**src/afs_map.vh**
```
// Purpose: Offsets, field positions, reset values and timing counts for the fault status bank
// Assumes: Byte-wide register port, 8-bit offsets
// Notes: Definitions only
`ifndef AFS_MAP_VH
`define AFS_MAP_VH

// ----------------------------------------
// Register offsets
// ----------------------------------------
`define AFS_OFF_CHANNEL_FAULT_STATUS 8'h70
`define AFS_OFF_GLOBAL_A 8'h71
`define AFS_OFF_GLOBAL_B 8'h72
`define AFS_OFF_PIN_MASK 8'h74
`define AFS_OFF_MISC_CTRL 8'h76
`define AFS_OFF_FAULT_CLEAR 8'h78

// ----------------------------------------
// Field positions
// ----------------------------------------
`define AFS_BIT_LEFT_DC 3
`define AFS_BIT_RIGHT_DC 2
`define AFS_BIT_LEFT_OC 1
`define AFS_BIT_RIGHT_OC 0
`define AFS_BIT_CRC_ERR 7
`define AFS_BIT_COEF_ERR 6
`define AFS_BIT_BOOT_ERR 5
`define AFS_BIT_CLK_FAULT 2
`define AFS_BIT_SUPPLY_OV 1
`define AFS_BIT_SUPPLY_UV 0
`define AFS_BIT_RIGHT_CYCLIM 2
`define AFS_BIT_LEFT_CYCLIM 1
`define AFS_BIT_THERMAL 0
`define AFS_BIT_CLEAR_CMD 7
`define AFS_BIT_DC_MASK 1
`define AFS_BIT_THERM_AREC 4

// ----------------------------------------
// Reset values and timing
// ----------------------------------------
`define AFS_RST_STATUS 8'h00
`define AFS_RST_CTRL 8'h00
`define AFS_SYNC_STAGES 3

`endif

```
**src/afs_sync.v**
```verilog
// Purpose: Three-stage synchroniser with agreement filter for one fault level
// Assumes: Input is asynchronous to core_clk
// Notes: A change counts when stages two and three agree
`default_nettype none

module afs_sync
(
    input wire core_clk,
    input wire sys_rst,
    input wire async_in,
    output reg level_out
);

// ----------------------------------------
// Synchroniser chain
// ----------------------------------------
reg stage1_reg; // Only read by stage2
reg stage2_reg;
reg stage3_reg;

// Shift and filter; first stage feeds only the second
always @(posedge core_clk)
begin
    if (sys_rst)
    begin
        stage1_reg <= 1'b0;
        stage2_reg <= 1'b0;
        stage3_reg <= 1'b0;
        level_out <= 1'b0;
    end
    else
    begin
        stage1_reg <= async_in;
        stage2_reg <= stage1_reg;
        stage3_reg <= stage2_reg;
        // Agreement rejects a single-cycle metastable glitch
        if (stage2_reg == stage3_reg)
        begin
            level_out <= stage3_reg;
        end
    end
end

endmodule
`default_nettype wire

```
**src/afs_rd_mux.v**
```verilog
// Purpose: Registered read-data multiplexer for the fault register bank
// Assumes: Same clock as the bank
// Notes: Unmapped offsets read zero
`default_nettype none
`include "afs_map.vh"

module afs_rd_mux
(
    input wire core_clk,
    input wire sys_rst,
    input wire [7:0] rd_addr,
    input wire [7:0] chan_val,
    input wire [7:0] glob_a_val,
    input wire [7:0] glob_b_val,
    input wire [7:0] pin_mask_val,
    input wire [7:0] misc_val,
    output reg [7:0] rd_data
);

// ----------------------------------------
// Registered read selection
// ----------------------------------------
// Register gives read data one cycle after the address
always @(posedge core_clk)
begin
    if (sys_rst)
    begin
        rd_data <= 8'h00;
    end
    else
    begin
        case (rd_addr)
            `AFS_OFF_CHANNEL_FAULT_STATUS: rd_data <= chan_val;
            `AFS_OFF_GLOBAL_A: rd_data <= glob_a_val;
            `AFS_OFF_GLOBAL_B: rd_data <= glob_b_val;
            `AFS_OFF_PIN_MASK: rd_data <= pin_mask_val;
            `AFS_OFF_MISC_CTRL: rd_data <= misc_val;
            // Clear register is write-only, reads zero
            default: rd_data <= 8'h00;
        endcase
    end
end

endmodule
`default_nettype wire

```
**src/afs_fault_bank.v**
```verilog
// Purpose: Fault status register bank of a stereo class-D amplifier
// Assumes: Control port decoded to byte address and write strobe
// Notes: Fault sources arrive asynchronously and are synchronised here
`default_nettype none
`include "afs_map.vh"

// ----------------------------------------
// Timing overview
// ----------------------------------------
// A source edge reaches its status bit after four cycles of
// synchroniser and filter and one register stage; a live cause
// sets outputs_hiz in that same cycle, while the fault pin and
// outputs_hiz from latched bits follow one cycle later.

module afs_fault_bank
#(
    parameter NUM_SRC = 13 // Number of asynchronous fault sources
)
(
    input wire core_clk,
    input wire sys_rst,
    // Register port
    input wire [7:0] reg_addr,
    input wire [7:0] reg_wdata,
    input wire reg_wr,
    output wire [7:0] reg_rdata,
    // Fault sources, asynchronous active-high levels
    input wire left_dc_fault,
    input wire right_dc_fault,
    input wire left_overcurrent_fault,
    input wire right_overcurrent_fault,
    input wire clock_fault,
    input wire power_supply_overvoltage,
    input wire power_supply_undervoltage,
    input wire otp_crc_error,
    input wire filter_coef_write_error,
    input wire boot_load_error,
    input wire right_cycle_limit_fault,
    input wire left_cycle_limit_fault,
    input wire thermal_shutdown_fault,
    // Protection outputs, all registered
    output reg outputs_hiz,
    output reg fault_pin_out,
    output reg fault_pin_oe
);

// ----------------------------------------
// Source synchronisation
// ----------------------------------------
wire [NUM_SRC-1:0] src_async; // Raw fault levels
wire [NUM_SRC-1:0] src_sync; // Filtered fault levels

// Packing order matches the index map of the named views
assign src_async = {thermal_shutdown_fault, left_cycle_limit_fault,
    right_cycle_limit_fault, boot_load_error, filter_coef_write_error,
    otp_crc_error, power_supply_undervoltage, power_supply_overvoltage,
    clock_fault, right_overcurrent_fault, left_overcurrent_fault,
    right_dc_fault, left_dc_fault};

// One synchroniser per source
// Trade-off: a pulse under two cycles is filtered out, which
// suits slow analog fault levels but not single-cycle strobes
genvar gi;
generate
    for (gi = 0; gi < NUM_SRC; gi = gi + 1)
    begin : g_sync
        afs_sync u_sync
        (
            .core_clk(core_clk),
            .sys_rst(sys_rst),
            .async_in(src_async[gi]),
            .level_out(src_sync[gi])
        );
    end
endgenerate

// Named views of the filtered sources
wire s_left_dc = src_sync[0];
wire s_right_dc = src_sync[1];
wire s_left_oc = src_sync[2];
wire s_right_oc = src_sync[3];

// Auto-recovering protection sources
wire s_clk = src_sync[4];
wire s_ov = src_sync[5];
wire s_uv = src_sync[6];

// Memory and load errors
wire s_crc = src_sync[7];
wire s_coef = src_sync[8];
wire s_boot = src_sync[9];

// Cycle-limit and thermal sources
wire s_rcbc = src_sync[10];
wire s_lcbc = src_sync[11];
wire s_therm = src_sync[12];

// ----------------------------------------
// Status and control registers
// ----------------------------------------
reg [7:0] chan_reg; // Channel fault status
reg [7:0] chan_next;
reg [7:0] glob_a_reg; // First global fault status
reg [7:0] glob_a_next;
reg [7:0] glob_b_reg; // Second global fault status
reg [7:0] glob_b_next;
reg [7:0] pin_mask_reg; // Pin report mask control
reg [7:0] misc_reg; // Miscellaneous control
reg therm_hold_reg; // Thermal shutdown held until clear
reg therm_hold_next;

// Write decode
wire wr_clear = reg_wr && (reg_addr == `AFS_OFF_FAULT_CLEAR)
    && reg_wdata[`AFS_BIT_CLEAR_CMD];
// Mask and misc registers take the whole byte
wire wr_mask = reg_wr && (reg_addr == `AFS_OFF_PIN_MASK);
wire wr_misc = reg_wr && (reg_addr == `AFS_OFF_MISC_CTRL);

// Status writes from the port are ignored: registers are read-only
wire dc_masked = pin_mask_reg[`AFS_BIT_DC_MASK];
wire therm_arec = misc_reg[`AFS_BIT_THERM_AREC];

// ----------------------------------------
// Sticky status next state
// ----------------------------------------
// Clear wipes latched bits; a live source re-sets it, so set wins
always @*
begin
    chan_next = chan_reg;
    glob_a_next = glob_a_reg;
    glob_b_next = glob_b_reg;
    therm_hold_next = therm_hold_reg;
    if (wr_clear)
    begin
        chan_next = `AFS_RST_STATUS;
        glob_a_next = `AFS_RST_STATUS;
        glob_b_next = `AFS_RST_STATUS;
        // A held thermal shutdown is released by the clear too
        therm_hold_next = 1'b0;
    end

    // Sets follow the clear, so a live or same-cycle event survives
    if (s_left_dc)
    begin
        chan_next[`AFS_BIT_LEFT_DC] = 1'b1;
    end

    // Right DC fault, same policy as the left
    if (s_right_dc)
    begin
        chan_next[`AFS_BIT_RIGHT_DC] = 1'b1;
    end

    // Left over-current latches, no self recovery
    if (s_left_oc)
    begin
        chan_next[`AFS_BIT_LEFT_OC] = 1'b1;
    end

    // Right over-current, same policy
    if (s_right_oc)
    begin
        chan_next[`AFS_BIT_RIGHT_OC] = 1'b1;
    end

    // Memory check failure is status only
    if (s_crc)
    begin
        glob_a_next[`AFS_BIT_CRC_ERR] = 1'b1;
    end

    // Coefficient write failure is status only
    if (s_coef)
    begin
        glob_a_next[`AFS_BIT_COEF_ERR] = 1'b1;
    end

    // Boot load failure; zero means the load succeeded
    if (s_boot)
    begin
        glob_a_next[`AFS_BIT_BOOT_ERR] = 1'b1;
    end

    // Clock fault keeps its bit while the stage recovers
    if (s_clk)
    begin
        glob_a_next[`AFS_BIT_CLK_FAULT] = 1'b1;
    end

    // Over-voltage latches its bit, recovery is live
    if (s_ov)
    begin
        glob_a_next[`AFS_BIT_SUPPLY_OV] = 1'b1;
    end

    // Under-voltage, same policy as over-voltage
    if (s_uv)
    begin
        glob_a_next[`AFS_BIT_SUPPLY_UV] = 1'b1;
    end

    // Cycle-limit faults are status only, no shutdown
    if (s_rcbc)
    begin
        glob_b_next[`AFS_BIT_RIGHT_CYCLIM] = 1'b1;
    end

    // Left cycle-limit fault
    if (s_lcbc)
    begin
        glob_b_next[`AFS_BIT_LEFT_CYCLIM] = 1'b1;
    end

    // Thermal shutdown latches its bit in every mode
    if (s_therm)
    begin
        glob_b_next[`AFS_BIT_THERMAL] = 1'b1;
        // Without auto recovery the shutdown persists until cleared
        therm_hold_next = ~therm_arec;
    end

    // Reserved positions forced to zero, whatever was set above
    chan_next[7:4] = 4'h0;
    glob_a_next[4:3] = 2'h0;
    glob_b_next[7:3] = 5'h00;
end

// Register update, all status zero after reset
always @(posedge core_clk)
begin
    if (sys_rst)
    begin
        // Status and thermal hold cleared together
        chan_reg <= `AFS_RST_STATUS;
        glob_a_reg <= `AFS_RST_STATUS;
        glob_b_reg <= `AFS_RST_STATUS;
        therm_hold_reg <= 1'b0;
    end
    else
    begin
        // Every register advances each cycle
        chan_reg <= chan_next;
        glob_a_reg <= glob_a_next;
        glob_b_reg <= glob_b_next;
        therm_hold_reg <= therm_hold_next;
    end
end

// ----------------------------------------
// Control registers
// ----------------------------------------
// Writable mask and misc registers steer pin and recovery
always @(posedge core_clk)
begin
    if (sys_rst)
    begin
        // Mask and recovery controls start disabled
        pin_mask_reg <= `AFS_RST_CTRL;
        misc_reg <= `AFS_RST_CTRL;
    end
    else
    begin
        // Only the DC mask bit acts; the rest reads back
        if (wr_mask)
        begin
            pin_mask_reg <= reg_wdata;
        end
        // Only the thermal recovery bit acts; the rest reads back
        if (wr_misc)
        begin
            misc_reg <= reg_wdata;
        end
    end
end

// ----------------------------------------
// Output stage protection and fault pin
// ----------------------------------------
// Hi-Z follows live auto-recovering faults; latched faults hold it
// Limitation: a DC or over-current fault keeps the stage off until cleared
wire latched_hiz = |chan_reg[3:0]; // DC and over-current need clear
wire live_hiz = s_clk | s_ov | s_uv | s_therm | therm_hold_reg;
wire dc_live = chan_reg[`AFS_BIT_LEFT_DC] | chan_reg[`AFS_BIT_RIGHT_DC];
wire oc_live = chan_reg[`AFS_BIT_LEFT_OC] | chan_reg[`AFS_BIT_RIGHT_OC];
// Memory, load and cycle-limit bits are status only, never reported
wire report = (dc_live & ~dc_masked)
    | oc_live
    | (glob_a_reg[2:0] != 3'h0)
    | glob_b_reg[`AFS_BIT_THERMAL];

// Registered so outputs come straight from flip-flops
always @(posedge core_clk)
begin
    if (sys_rst)
    begin
        // Quiet outputs while in reset
        outputs_hiz <= 1'b0;
        fault_pin_out <= 1'b0;
        fault_pin_oe <= 1'b0;
    end
    else
    begin
        // Power stage released only when no cause remains
        outputs_hiz <= latched_hiz | live_hiz;
        // Open-drain style: drive low while reporting, active low fault
        fault_pin_out <= 1'b0;
        fault_pin_oe <= report;
    end
end

// ----------------------------------------
// Read path
// ----------------------------------------
// Registered read data, valid one cycle after the address
afs_rd_mux u_rd_mux
(
    .core_clk(core_clk),
    .sys_rst(sys_rst),
    .rd_addr(reg_addr),
    .chan_val(chan_reg),
    .glob_a_val(glob_a_reg),
    .glob_b_val(glob_b_reg),
    .pin_mask_val(pin_mask_reg),
    .misc_val(misc_reg),
    .rd_data(reg_rdata)
);

endmodule
`default_nettype wire

```
**config.mk**
```make
export PLATFORM = sky130hd
export DESIGN_NAME = afs_fault_bank
export DESIGN_NICKNAME = d
export VERILOG_FILES = /design/src/afs_sync.v /design/src/afs_rd_mux.v /design/src/afs_fault_bank.v
export VERILOG_INCLUDE_DIRS = /design/src
export SDC_FILE = /design/constraint.sdc
export NUM_CORES = 1
export LEC_CHECK = 0
export BUFFER_PORTS_ARGS = -buffer_cell sky130_fd_sc_hd__buf_2
export CORE_ASPECT_RATIO = 1.2
export CORE_MARGIN = 1
export CORE_UTILIZATION = 36
export CTS_BUF_LIST = sky130_fd_sc_hd__clkbuf_8 sky130_fd_sc_hd__clkbuf_16
export CTS_CLUSTER_DIAMETER = 120
export DETAILED_ROUTE_END_ITERATION = 8
export SYNTH_ARGS = -nofsm -noshare
export SYNTH_HDL_FRONTEND = slang
export SYNTH_HIERARCHICAL = 1
export SYNTH_SLANG_ARGS = --single-unit
export TNS_END_PERCENT = 5
```
**constraint.sdc**
```tcl
create_clock -name core_clk -period 1.6 [get_ports core_clk]
set_input_delay 0.16 -clock core_clk [delete_from_list [all_inputs] [get_ports core_clk]]
set_output_delay 0.16 -clock core_clk [all_outputs]
set_load 0.02 [all_outputs]
```
==> run_results.csv <==
group,metric,value,unit
status,status,"finished, final reports clean",
critical_path,reg2reg_depth,3,
global_route,grt_use_total,14.9,%
critical_path,crit_chain,"mux4_2 -> a22oi_1 -> nor2_1",
critical_path,reg2reg_slack,470,ps
global_route,antenna_found_initial,0,
route,num_vias,2607,
sta,hold_violations,0,
global_route,grt_max_degree,42,
clock_network,clock_sinks,92,
layout,layout.nets,437,
place,dp_cells,502,
route,first_pass_iters,4,
sta,period_needed,1130,ps
synth,ys_ff_latch,92,
run,maxCapViolations,0,
hold_path,timing.hold.worst.start,"thermal_shutdown_fault",
critical_path,critPathMaxStageDelay,480,ps
synth,synth-warning-count,6,
critical_path,timing.rr.start,"misc_reg[7]",
floorplanning,num_rows,38,
floorplanning,die_w,91.8,um
synth,yosys.area.top_type,"dfxtp_1",
route,ant_nets,0,
clock_network,postCtsSetupBuffers,0,
synth,syn-cell-area,3480,um2
layout,drive_gt1_share,22.2,%
layout,syn_to_final_growth,18.6,%
hold_path,hold_class,"in -> reg",
global_route,grt_pass1_wl,11400,um
route,wl_per_cell,13.1,um
layout,antenna_cells,0,
clock_network,clk_latency,360,ps
critical_path,critical_path_class,"reg -> reg",
synth,syn_inst,342,
power_and_ir_drop,max-vdd-ir-drop,0.462,mV
sta,setup_viol,0,
sta,min_period_over_period,70.8,%
layout,layout_commonest_cell,"dfxtp_1",
power_and_ir_drop,p_leak,1.52,nW
hold_path,whs_endpoint,"g_sync[12].u_sync/stage1_reg",
sta,fmaxAchievable,883,MHz
place,port_buffers,41,
critical_path,crit_buf_inv,0,
route,post-route-drc-count,0,
critical_path,crit_path_end_kind,"flop",
global_route,first_global_vias,2371,
layout,fillers,919,
power_and_ir_drop,p_per_area,1000,nW/um2
layout,final_cell_mix,"dfxtp_1, buf_2, nor2b_1",
floorplanning,io_pins,43,
clock_network,cts-root-buf,"clkbuf_8",
layout,final_util,44.8,%
floorplanning,design.die.area,10100,um2
clock_network,clkTransAtPathRegs,90,ps
critical_path,worstPathMaxFanout,2,
sta,fin_hold_ws,23.6,ps
sta,finalSetupTns,0,ps
clock_network,numCtsBuffers,9,
place,dp_hpwl,4600,um
synth,syn_area_per_cell,10.2,um2
floorplanning,start_util,37.7,%
synth,synth_top_area_share,52.9,%
place,place_congestion,0.783,
floorplanning,die-height,110,um
clock_network,cts_tree,"yes",
hold_path,whs_path_depth,2,
sta,finClkSkew,8.94,ps
critical_path,rr_endpoint,"u_rd_mux/rd_data[7]",
layout,seq_area,1840,um2
synth,yosys-top-cells-area,"dfxtp_1, nor2b_1, a21oi_1, mux2_2, o31ai_1",
critical_path,crit_family,"multiplexers",
critical_path,crit_path_start_kind,"flop",
sta,rsz0062_at_grt,"no",
critical_path,required,1850,ps
clock_network,cts_max_level,3,
global_route,gr-total-overflow,0,
route,detailedRoute.firstIterationViolations,153,
synth,synth_cell_types,41,
floorplanning,core_region_area,9220,um2
layout,multi_input_area,1490,um2
clock_network,clockBufferDepth,2,
layout,instances_no_fill,530,
sta,final_max_slew_viol_count,0,
clock_network,postCtsResizedCells,0,
route,drt-total-wl,6970,um
critical_path,slowest_stage,"mux4_2",
power_and_ir_drop,p_total,4.15,mW
critical_path,arrival,1380,ps
route,via_per_inst,4.92,
synth,yosysSeqAreaShare,52.9,%
## how the worst max path moves through the flow
stage / start / endpoint / slack [ps] / cells after the start
6_report: misc_reg[7] / u_rd_mux/rd_data[7] / 470 / 3
5_1_grt: misc_reg[7] / u_rd_mux/rd_data[7] / 420 / 3
4_1_cts: misc_reg[7] / u_rd_mux/rd_data[7] / 460 / 3
3_5_place_dp: reg_addr[1] / u_rd_mux/rd_data[4] / 290 / 4
3_3_place_gp: reg_addr[1] / u_rd_mux/rd_data[4] / 330 / 4
2_1_floorplan: reg_addr[1] / chan_reg[0] / 420 / 6
## layer usage
metal	wire, um	track usage (%)
met3	245	3.18
met1	3160	17.8
met4	150	7.70
met5	0	0
met2	3410	25.2
## cells by family (layout without fill, tap and decap cells)
kind of cell,Yosys count,in the layout,synth area share [%]
AOI/OAI and AO/OA,91,91,17.5
buffers and inverters,36,93,5.61
DFF,92,92,52.9
muxes,14,14,4.85
other,1,12,0.108
and+or+nand+nor,108,108,19.0
## final cells by class
type	instances	share of cell area [%]
inverters	15	1.36
multi-input cells	225	36.0
clock inverters	6	1.55
repair buffers	62	9.52
flip-flops and latches	92	44.6
clock buffers	10	3.33
well taps	120	3.64
## stage by stage
| stage | area, um2 | worst slack, ps |
|---|---|---|
| 6_report | 4130 | 467 |
| 5_1_grt | 4130 | 418 |
| 4_1_cts | 4130 | 458 |
| 3_5_place_dp | 3810 | 294 |
| 3_3_place_gp | 3810 | 327 |
| 2_1_floorplan | 3520 | 421 |
## cells in the mapped netlist
| cell type | number |
|---|---|
| a31oi_1 | 2 |
| nand2_1 | 18 |
| nand4b_1 | 1 |
| and4b_1 | 1 |
| nor4_1 | 2 |
| nand4_1 | 16 |
| a21o_1 | 1 |
| a22oi_1 | 7 |
| nor4b_1 | 1 |
| clkbuf_2 | 1 |
| or4b_1 | 1 |
| o31ai_1 | 16 |
| a32oi_1 | 1 |
| dfxtp_1 | 92 |
| nor2b_1 | 40 |
| and4_4 | 1 |
| o32ai_2 | 1 |
| buf_4 | 1 |
| mux2_2 | 13 |
| buf_6 | 4 |
| o22ai_1 | 4 |
| nand3b_1 | 3 |
| nand4bb_1 | 1 |
| a21oi_1 | 35 |
| nand3_1 | 1 |
| buf_1 | 1 |
| nand2b_1 | 13 |
| a211oi_1 | 1 |
| conb_1 | 1 |
| o21bai_1 | 1 |
| buf_12 | 1 |
| nor3_1 | 1 |
| o22ai_2 | 9 |
| and4bb_1 | 2 |
| buf_2 | 7 |
| nor2_1 | 5 |
| inv_1 | 15 |
| mux4_2 | 1 |
| nor3b_2 | 1 |
| clkbuf_1 | 6 |
| o21ai_1 | 13 |
## report_power, final
group | leakage [nW] | total [mW] | switching (mW) | internal (mW)
logic | 0.666 | 0.247 | 0.133 | 0.113
clock network | 0.104 | 1.55 | 0.789 | 0.764
registers | 0.748 | 2.35 | 0.0155 | 2.33
## timing repair
action | 4_1_cts | 5_1_grt
endpoints found under the hold margin | 12 | 0
hold buffers | 12 | 0
setup endpoints to repair | 0 | 0
Power figures use the tool's default switching activity.
